--- src/atrim_pkg.sv ---
package atrim_pkg;

   // Bus geometry
   localparam int ADDR_W = 12;
   localparam int DATA_W = 32;
   localparam int NREG = 8;

   // Register indices as printed; byte address is four times the index
   localparam logic [9:0] IDX_OFS_CORE3_C = 10'h338;
   localparam logic [9:0] IDX_OFS_CORE3_D = 10'h33a;
   localparam logic [9:0] IDX_OFS_CORE4 = 10'h33c;
   localparam logic [9:0] IDX_OFS_CORE5 = 10'h33e;
   localparam logic [9:0] IDX_GAIN_CORE0 = 10'h360;
   localparam logic [9:0] IDX_GAIN_CORE1 = 10'h361;
   localparam logic [9:0] IDX_GAIN_CORE2_A = 10'h362;
   localparam logic [9:0] IDX_GAIN_CORE2_B = 10'h363;
   localparam logic [9:0] IDX_CTRL = 10'h3f0;
   localparam logic [9:0] IDX_STAT = 10'h3f1;

   // Decoded register numbers
   localparam logic [3:0] HIT_OFS_CORE3_C = 4'h0;
   localparam logic [3:0] HIT_OFS_CORE3_D = 4'h1;
   localparam logic [3:0] HIT_OFS_CORE4 = 4'h2;
   localparam logic [3:0] HIT_OFS_CORE5 = 4'h3;
   localparam logic [3:0] HIT_GAIN_CORE0 = 4'h4;
   localparam logic [3:0] HIT_GAIN_CORE1 = 4'h5;
   localparam logic [3:0] HIT_GAIN_CORE2_A = 4'h6;
   localparam logic [3:0] HIT_GAIN_CORE2_B = 4'h7;
   localparam logic [3:0] HIT_CTRL = 4'h8;
   localparam logic [3:0] HIT_STAT = 4'h9;
   localparam logic [3:0] HIT_NONE = 4'hf;

   // Field layout
   localparam int OFS_REG_W = 16;
   localparam int GAIN_REG_W = 8;
   localparam int OFS_W = 12;
   localparam int GAIN_W = 5;
   localparam int CTRL_RELOAD_BIT = 0;
   localparam int STAT_BUSY_BIT = 0;
   localparam logic [15:0] TRIM_RESET = 16'h0000;

   // Responses
   localparam logic [1:0] RESP_OKAY = 2'h0;
   localparam logic [1:0] RESP_SLVERR = 2'h2;

endpackage

--- src/atrim_regs.sv ---
// What this block does
// - Offset trim core 3 input C register
// - Offset trim core 3 input D register
// - Offset trim core 4, resets zero
// - Offset trim core 5, resets zero
// - Gain trim core 0, bits 7:5 reserved
// - Gain trim core 1 register
// - Gain trim core 2 input A register
// - Gain trim core 2 input B register
// - Factory defaults load from fuse storage
// - Offset trim fields are unsigned
//
// The AXI4-Lite slave port was chosen for this implementation.
module atrim_regs #(
   parameter int ADDR_W = atrim_pkg::ADDR_W
) (
   // Clock and reset
   input wire logic aclk,
   input wire logic aresetn,
   // AXI4-Lite write address and data
   input wire logic awvalid,
   output logic awready,
   input wire logic [ADDR_W-1:0] awaddr,
   input wire logic [2:0] awprot,
   input wire logic wvalid,
   output logic wready,
   input wire logic [31:0] wdata,
   input wire logic [3:0] wstrb,
   // AXI4-Lite write response
   output logic bvalid,
   input wire logic bready,
   output logic [1:0] bresp,
   // AXI4-Lite read
   input wire logic arvalid,
   output logic arready,
   input wire logic [ADDR_W-1:0] araddr,
   input wire logic [2:0] arprot,
   output logic rvalid,
   input wire logic rready,
   output logic [31:0] rdata,
   output logic [1:0] rresp,
   // Fuse storage
   input wire logic fuse_valid,
   input wire logic [11:0] fuse_ofs_core3_c,
   input wire logic [11:0] fuse_ofs_core3_d,
   input wire logic [11:0] fuse_ofs_core4,
   input wire logic [11:0] fuse_ofs_core5,
   input wire logic [4:0] fuse_gain_core0,
   input wire logic [4:0] fuse_gain_core1,
   input wire logic [4:0] fuse_gain_core2_a,
   input wire logic [4:0] fuse_gain_core2_b,
   // Trim values to converter cores
   output logic [11:0] trim_ofs_core3_c,
   output logic [11:0] trim_ofs_core3_d,
   output logic [11:0] trim_ofs_core4,
   output logic [11:0] trim_ofs_core5,
   output logic [4:0] trim_gain_core0,
   output logic [4:0] trim_gain_core1,
   output logic [4:0] trim_gain_core2_a,
   output logic [4:0] trim_gain_core2_b
);

   typedef enum logic [1:0] {WR_IDLE = 2'b01, WR_RESP = 2'b10} atrim_wr_e;
   typedef enum logic [1:0] {RD_IDLE = 2'b01, RD_DATA = 2'b10} atrim_rd_e;

   function automatic logic [3:0] reg_hit(input logic [ADDR_W-1:0] addr);
      logic [9:0] idx;
      idx = addr[11:2];
      case (idx)
         atrim_pkg::IDX_OFS_CORE3_C: reg_hit = atrim_pkg::HIT_OFS_CORE3_C;
         atrim_pkg::IDX_OFS_CORE3_D: reg_hit = atrim_pkg::HIT_OFS_CORE3_D;
         atrim_pkg::IDX_OFS_CORE4: reg_hit = atrim_pkg::HIT_OFS_CORE4;
         atrim_pkg::IDX_OFS_CORE5: reg_hit = atrim_pkg::HIT_OFS_CORE5;
         atrim_pkg::IDX_GAIN_CORE0: reg_hit = atrim_pkg::HIT_GAIN_CORE0;
         atrim_pkg::IDX_GAIN_CORE1: reg_hit = atrim_pkg::HIT_GAIN_CORE1;
         atrim_pkg::IDX_GAIN_CORE2_A: reg_hit = atrim_pkg::HIT_GAIN_CORE2_A;
         atrim_pkg::IDX_GAIN_CORE2_B: reg_hit = atrim_pkg::HIT_GAIN_CORE2_B;
         atrim_pkg::IDX_CTRL: reg_hit = atrim_pkg::HIT_CTRL;
         atrim_pkg::IDX_STAT: reg_hit = atrim_pkg::HIT_STAT;
         default: reg_hit = atrim_pkg::HIT_NONE;
      endcase
   endfunction

   atrim_wr_e wr_state_q, wr_state_d;
   atrim_rd_e rd_state_q, rd_state_d;
   logic aw_hold_q, aw_hold_d, w_hold_q, w_hold_d;
   logic [ADDR_W-1:0] aw_addr_q, aw_addr_d;
   logic [31:0] w_data_q, w_data_d, rdata_d;
   logic [3:0] w_strb_q, w_strb_d;
   logic [1:0] bresp_d, rresp_d;
   logic [ADDR_W-1:0] aw_addr_eff;
   logic [31:0] w_data_eff;
   logic [3:0] w_strb_eff, wr_hit, rd_hit;
   logic aw_hs, w_hs, ar_hs, do_write, reload_wr;
   logic load_pend_q, load_pend_d, fuse_load;
   logic [15:0] vals [atrim_pkg::NREG];
   logic [15:0] fuse_val [atrim_pkg::NREG];

   assign awready = (wr_state_q == WR_IDLE) && !aw_hold_q;
   assign wready = (wr_state_q == WR_IDLE) && !w_hold_q;
   assign bvalid = (wr_state_q == WR_RESP);
   assign arready = (rd_state_q == RD_IDLE);
   assign rvalid = (rd_state_q == RD_DATA);
   assign aw_hs = awvalid && awready;
   assign w_hs = wvalid && wready;
   assign ar_hs = arvalid && arready;
   assign aw_addr_eff = aw_hold_q ? aw_addr_q : awaddr;
   assign w_data_eff = w_hold_q ? w_data_q : wdata;
   assign w_strb_eff = w_hold_q ? w_strb_q : wstrb;
   assign do_write = (wr_state_q == WR_IDLE) && (aw_hold_q || aw_hs)
                     && (w_hold_q || w_hs);
   assign wr_hit = reg_hit(aw_addr_eff);
   assign rd_hit = reg_hit(araddr);
   assign reload_wr = do_write && (wr_hit == atrim_pkg::HIT_CTRL)
                      && w_strb_eff[0]
                      && w_data_eff[atrim_pkg::CTRL_RELOAD_BIT];

   // Write channel: address and data are taken in either order
   always_comb
   begin
      wr_state_d = wr_state_q;
      aw_hold_d = aw_hold_q;
      w_hold_d = w_hold_q;
      aw_addr_d = aw_addr_q;
      w_data_d = w_data_q;
      w_strb_d = w_strb_q;
      bresp_d = bresp;
      case (wr_state_q)
         WR_IDLE:
         begin
            if (aw_hs)
            begin
               aw_hold_d = 1'b1;
               aw_addr_d = awaddr;
            end
            if (w_hs)
            begin
               w_hold_d = 1'b1;
               w_data_d = wdata;
               w_strb_d = wstrb;
            end
            if (do_write)
            begin
               aw_hold_d = 1'b0;
               w_hold_d = 1'b0;
               wr_state_d = WR_RESP;
               bresp_d = (wr_hit == atrim_pkg::HIT_NONE) ?
                         atrim_pkg::RESP_SLVERR : atrim_pkg::RESP_OKAY;
            end
         end
         WR_RESP:
         begin
            if (bready)
            begin
               wr_state_d = WR_IDLE;
            end
         end
         default: wr_state_d = WR_IDLE;
      endcase
   end

   always_ff @(posedge aclk)
   begin
      if (!aresetn)
      begin
         wr_state_q <= WR_IDLE;
         aw_hold_q <= 1'b0;
         w_hold_q <= 1'b0;
         aw_addr_q <= '0;
         w_data_q <= 32'h0;
         w_strb_q <= 4'h0;
         bresp <= atrim_pkg::RESP_OKAY;
      end
      else
      begin
         wr_state_q <= wr_state_d;
         aw_hold_q <= aw_hold_d;
         w_hold_q <= w_hold_d;
         aw_addr_q <= aw_addr_d;
         w_data_q <= w_data_d;
         w_strb_q <= w_strb_d;
         bresp <= bresp_d;
      end
   end

   // Fuse copy pends from reset and on reload; a reload request in the
   // same cycle as the copy wins so the second copy still happens
   assign fuse_load = load_pend_q && fuse_valid;
   always_comb
   begin
      load_pend_d = load_pend_q;
      if (fuse_load)
      begin
         load_pend_d = 1'b0;
      end
      if (reload_wr)
      begin
         load_pend_d = 1'b1;
      end
   end

   assign fuse_val[0] = {4'h0, fuse_ofs_core3_c};
   assign fuse_val[1] = {4'h0, fuse_ofs_core3_d};
   assign fuse_val[2] = {4'h0, fuse_ofs_core4};
   assign fuse_val[3] = {4'h0, fuse_ofs_core5};
   assign fuse_val[4] = {11'h0, fuse_gain_core0};
   assign fuse_val[5] = {11'h0, fuse_gain_core1};
   assign fuse_val[6] = {11'h0, fuse_gain_core2_a};
   assign fuse_val[7] = {11'h0, fuse_gain_core2_b};

   // Reserved bits are stored as written so read-modify-write holds them
   for (genvar g = 0; g < atrim_pkg::NREG; g++)
   begin : g_trim
      localparam int W = (g < 4) ? atrim_pkg::OFS_REG_W :
                                   atrim_pkg::GAIN_REG_W;
      logic [W-1:0] cell_val;
      atrim_cell #(.WIDTH(W), .BYTES(W / 8)) u_cell (
         .aclk(aclk),
         .aresetn(aresetn),
         .wr_en(do_write && (wr_hit == 4'(g))),
         .wr_strb(w_strb_eff[W/8-1:0]),
         .wr_data(w_data_eff[W-1:0]),
         .load_en(fuse_load),
         .load_data(fuse_val[g][W-1:0]),
         .value_q(cell_val)
      );
      assign vals[g] = 16'(cell_val);
   end

   // Only the field bits reach the cores, as unsigned codes
   assign trim_ofs_core3_c = vals[0][11:0];
   assign trim_ofs_core3_d = vals[1][11:0];
   assign trim_ofs_core4 = vals[2][11:0];
   assign trim_ofs_core5 = vals[3][11:0];
   assign trim_gain_core0 = vals[4][4:0];
   assign trim_gain_core1 = vals[5][4:0];
   assign trim_gain_core2_a = vals[6][4:0];
   assign trim_gain_core2_b = vals[7][4:0];

   // Read channel: one read in flight, data registered
   always_comb
   begin
      rd_state_d = rd_state_q;
      rdata_d = rdata;
      rresp_d = rresp;
      case (rd_state_q)
         RD_IDLE:
         begin
            if (ar_hs)
            begin
               rd_state_d = RD_DATA;
               rresp_d = atrim_pkg::RESP_OKAY;
               rdata_d = 32'h0;
               if (rd_hit < 4'(atrim_pkg::NREG))
               begin
                  rdata_d = {16'h0, vals[rd_hit[2:0]]};
               end
               else if (rd_hit == atrim_pkg::HIT_STAT)
               begin
                  rdata_d[atrim_pkg::STAT_BUSY_BIT] = load_pend_q;
               end
               else if (rd_hit == atrim_pkg::HIT_NONE)
               begin
                  rresp_d = atrim_pkg::RESP_SLVERR;
               end
            end
         end
         RD_DATA:
         begin
            if (rready)
            begin
               rd_state_d = RD_IDLE;
            end
         end
         default: rd_state_d = RD_IDLE;
      endcase
   end

   always_ff @(posedge aclk)
   begin
      if (!aresetn)
      begin
         rd_state_q <= RD_IDLE;
         rdata <= 32'h0;
         rresp <= atrim_pkg::RESP_OKAY;
         load_pend_q <= 1'b1;
      end
      else
      begin
         rd_state_q <= rd_state_d;
         rdata <= rdata_d;
         rresp <= rresp_d;
         load_pend_q <= load_pend_d;
      end
   end
endmodule // atrim_regs

--- src/atrim_cell.sv ---
module atrim_cell #(
   parameter int WIDTH = 16,
   parameter int BYTES = 2
) (
   // Clock and reset
   input wire logic aclk,
   input wire logic aresetn,
   // Software write
   input wire logic wr_en,
   input wire logic [BYTES-1:0] wr_strb,
   input wire logic [WIDTH-1:0] wr_data,
   // Factory default load
   input wire logic load_en,
   input wire logic [WIDTH-1:0] load_data,
   // Stored value
   output logic [WIDTH-1:0] value_q
);

   logic [WIDTH-1:0] value_d;

   // A bus write overrides the fuse copy byte by byte, so a write racing
   // the load is never lost
   always_comb
   begin
      value_d = value_q;
      if (load_en)
      begin
         value_d = load_data;
      end
      if (wr_en)
      begin
         for (int b = 0; b < BYTES; b++)
         begin
            if (wr_strb[b])
            begin
               value_d[b*8 +: 8] = wr_data[b*8 +: 8];
            end
         end
      end
   end

   always_ff @(posedge aclk)
   begin
      if (!aresetn)
      begin
         value_q <= atrim_pkg::TRIM_RESET[WIDTH-1:0];
      end
      else
      begin
         value_q <= value_d;
      end
   end

endmodule // atrim_cell

--- config.mk ---
export PLATFORM = sky130hd
export DESIGN_NAME = atrim_regs
export DESIGN_NICKNAME = d
export VERILOG_FILES = /design/src/atrim_pkg.sv /design/src/atrim_regs.sv /design/src/atrim_cell.sv
export SDC_FILE = /design/constraint.sdc
export NUM_CORES = 1
export LEC_CHECK = 0
export ABC_AREA = 1
export ABC_CLOCK_PERIOD_IN_PS = 3350
export BUFFER_PORTS_ARGS = -buffer_cell sky130_fd_sc_hd__buf_2
export CORE_MARGIN = 5
export CORE_UTILIZATION = 30
export CTS_BUF_LIST = sky130_fd_sc_hd__clkbuf_4 sky130_fd_sc_hd__clkbuf_8
export CTS_CLUSTER_DIAMETER = 30
export DETAILED_ROUTE_END_ITERATION = 7
export PLACE_DENSITY_LB_ADDON = 0.3
export SYNTH_ARGS = -nofsm -noshare
export SYNTH_HDL_FRONTEND = slang
export SYNTH_SLANG_ARGS = --single-unit
--- constraint.sdc ---
create_clock -name aclk -period 3.35 [get_ports aclk]
set_input_delay 0.335 -clock aclk [delete_from_list [all_inputs] [get_ports aclk]]
set_output_delay 0.335 -clock aclk [all_outputs]
set_load 0.02 [all_outputs]
==> flow_metrics.tcl <==
set metrics [dict create \
    status "finished, final reports clean" \
    crit_cells 6 \
    diodes 0 \
    synth-async-reset-ratio 0 \
    route.met2.wl_mm 15.8 \
    num_vias 9789 \
    p_per_area_nw_per_um2 504 \
    io_pins 251 \
    drtPass1Iterations 7 \
    syn_area_per_cell_um2 6.14 \
    cts_setup_buffers 0 \
    startpoint "w_hold_q$_SDFFE_PN0P_" \
    maxCapViolCount 0 \
    netlist_area_um2 9510 \
    num_rows 65 \
    crit_path_end_kind "flop" \
    syn_inst 1550 \
    dr.first_iter.drc_count 849 \
    startpoint_type "flop" \
    viasPerCell 4.75 \
    initial_core_util 0.303 \
    grt_max_degree 166 \
    cts_tree "done" \
    holdWs_ns 0.126 \
    port-buffer-count 204 \
    clk_pin_slew_ns 0.09 \
    insertion_delay_ns 0.44 \
    die_area_um2 35400 \
    max_stage_delay_ns 0.64 \
    fin_nets 1791 \
    clock-sinks 149 \
    routed_wl_mm 33.8 \
    slew_violations 0 \
    crit_buf_inv 2 \
    critical_path.top_delay_family "buffers and inverters" \
    final-setup-viol-count 0 \
    ys_ff_latch 149 \
    wirelength_met1_mm 15.4 \
    finalCritPeriodShare 0.767 \
    regToRegSetupSlack_ns 0.78 \
    ys.flop_type "dfxtp_1" \
    dp_hpwl_mm 23.8 \
    core_um2 31400 \
    cts_root_buf "clkbuf_8" \
    grt_pass1_wl_mm 51.6 \
    crit_type "flop to flop" \
    drive_gt1_frac 0.195 \
    ys_types 37 \
    area_delta_synth_final_pct 12.5 \
    tightestPinTransition_ns 0.894 \
    r2r-start "w_hold_q$_SDFFE_PN0P_" \
    hold_viol_final 0 \
    htree_levels 4 \
    reg2regPathDepth 6 \
    path_cells "inv_2, o21ai_4, buf_4, o21ai_0, nand2_1, a21oi_1" \
    crit_fanout 54 \
    cts_resized 0 \
    synth-edff-count 0 \
    rsz0062_at_grt "no" \
    clock_skew_ns 0.0154 \
    dr.max_layer_used "met4" \
    max-vdd-ir-drop_uv 345 \
    grt_pass1_vias 9136 \
    gp_congestion 0.811 \
    cts_inserted_buffers 17 \
    crit_end "g_trim[1].u_cell.value_q[1]$_SDFF_PN0_" \
    slew_headroom 0.400 \
    antenna_found_initial 0 \
    hold_buffers 0 \
    final_antenna_net_count 0 \
    synth-seq-area-share 0.314 \
    yosys_warnings 0 \
    critPathArrivalTime_ns 2.89 \
    wl_met3_mm 2.18 \
    worstPathRequired_ns 3.67 \
    max_freq_ghz 0.389 \
    timing.rr.end "g_trim[1].u_cell.value_q[1]$_SDFF_PN0_" \
    grt.total_usage 0.183 \
    fin_setup_tns_ns 0 \
    die_height_um 188 \
    wl_per_cell_um 16.4 \
    slowest_stage "dfxtp_1" \
    die_x_um 188 \
    p_leak_nw 4.98 \
    post-route-min-period_ns 2.57 \
    hp-class "input port to flop" \
    drc 0 \
    clockBufferDepth 2 \
    overflow 0 \
]
==> cell families after synthesis <==
kind of cell,after synthesis,synth area share
flip-flops,149,0.314
other,1,0.000394
AND/OR/NAND/NOR,667,0.296
buffers and inverters,374,0.191
AO/OA/AOI/OAI,359,0.199
==> metrics by stage <==
step	std cells	area, um2	util	setup slack (ns)	power, mW
floorplan	1567	9580	-	1.51	3.39
CTS	2061	10700	0.341	0.784	5.43
global placement	2032	10300	0.328	0.803	3.88
global route	2061	10700	0.341	0.554	5.72
finish	2061	10700	0.341	0.780	5.39
detailed placement	2032	10300	0.328	0.798	3.91
==> cell usage after synthesis, drive strengths merged, types with 6 or more instances <==
library cell	n	area share
o211ai	10	0.0079
nand3	118	0.068
a21oi	143	0.076
nor2	56	0.028
inv	204	0.081
dfxtp	149	0.31
clkbuf	55	0.022
nor3	6	0.0047
o31ai	10	0.0079
nand2	480	0.19
o21ai	192	0.10
buf	112	0.087
==> area by class of cell <==
cell class | count | area [um2]
Multi-Input combinational cell | 1044 | 4790
Clock buffer | 20 | 275
Fill cell | 3496 | 20700
Timing Repair Buffer | 230 | 1240
Inverter | 207 | 783
Sequential cell | 149 | 2980
Clock inverter | 9 | 129
Tap cell | 402 | 503
==> per-layer routing <==
metal  GRT usage  vias up
li1            -     5017
met4      0.0387        0
met1       0.246     4431
met5           0        -
met3      0.0387       31
met2       0.305      310
==> power breakdown <==
part	internal, mW	leakage [nW]	total (mW)	switching [mW]
registers	1.95	1.22	2.10	0.146
logic	0.528	3.56	1.78	1.25
clock network	0.783	0.202	1.52	0.737
==> worst min-delay path by stage <==
stage	slack, ns	cells after the start	start	end
2_1_floorplan	0.43	2	aw_addr_q[9]$_SDFFE_PN0P_	aw_addr_q[9]$_SDFFE_PN0P_
3_3_place_gp	0.44	2	aw_addr_q[2]$_SDFFE_PN0P_	aw_addr_q[2]$_SDFFE_PN0P_
3_5_place_dp	0.45	2	aw_addr_q[9]$_SDFFE_PN0P_	aw_addr_q[9]$_SDFFE_PN0P_
4_1_cts	0.1	3	rready	rd_state_q[0]$_SDFFE_PN1P_
5_1_grt	0.11	3	rready	rd_state_q[0]$_SDFFE_PN1P_
6_report	0.13	3	rready	rd_state_q[0]$_SDFFE_PN1P_
==> state kept, by name (all words and copies together), names as in the netlist <==
name                   count
aw_addr_q                 10
aw_hold_q                  1
bresp                      1
g_trim.u_cell.value_q     96
load_pend_q                1
rd_state_q                 2
rdata                     16
rresp                      1
w_data_q                  16
w_hold_q                   1
w_strb_q                   2
wr_state_q                 2
==> cells in the final DEF, fill, tap and decap left out, drive strengths merged <==
| cell | instances |
|---|---|
| buf | 230 |
| o31ai | 10 |
| or2 | 3 |
| nor3 | 6 |
| o2111ai | 1 |
| a21oi | 143 |
| bufinv | 3 |
| inv | 203 |
| clkinv | 8 |
| a41oi | 1 |
| nand3 | 118 |
| dfxtp | 149 |
| a32oi | 1 |
| clkinvlp | 2 |
| clkbuf | 20 |
| o211ai | 10 |
| nand4 | 3 |
| a211oi | 1 |
| o21ai | 192 |
| nor4 | 1 |
| nand2 | 480 |
| nor2 | 56 |
| conb | 18 |
==> tightest hold or removal path: stages <==
cell and delay [ns]:
buf_2 0.07, o31ai_1 0.06, nand2_1 0.06
No activity file was read; power rests on OpenSTA's default activity.
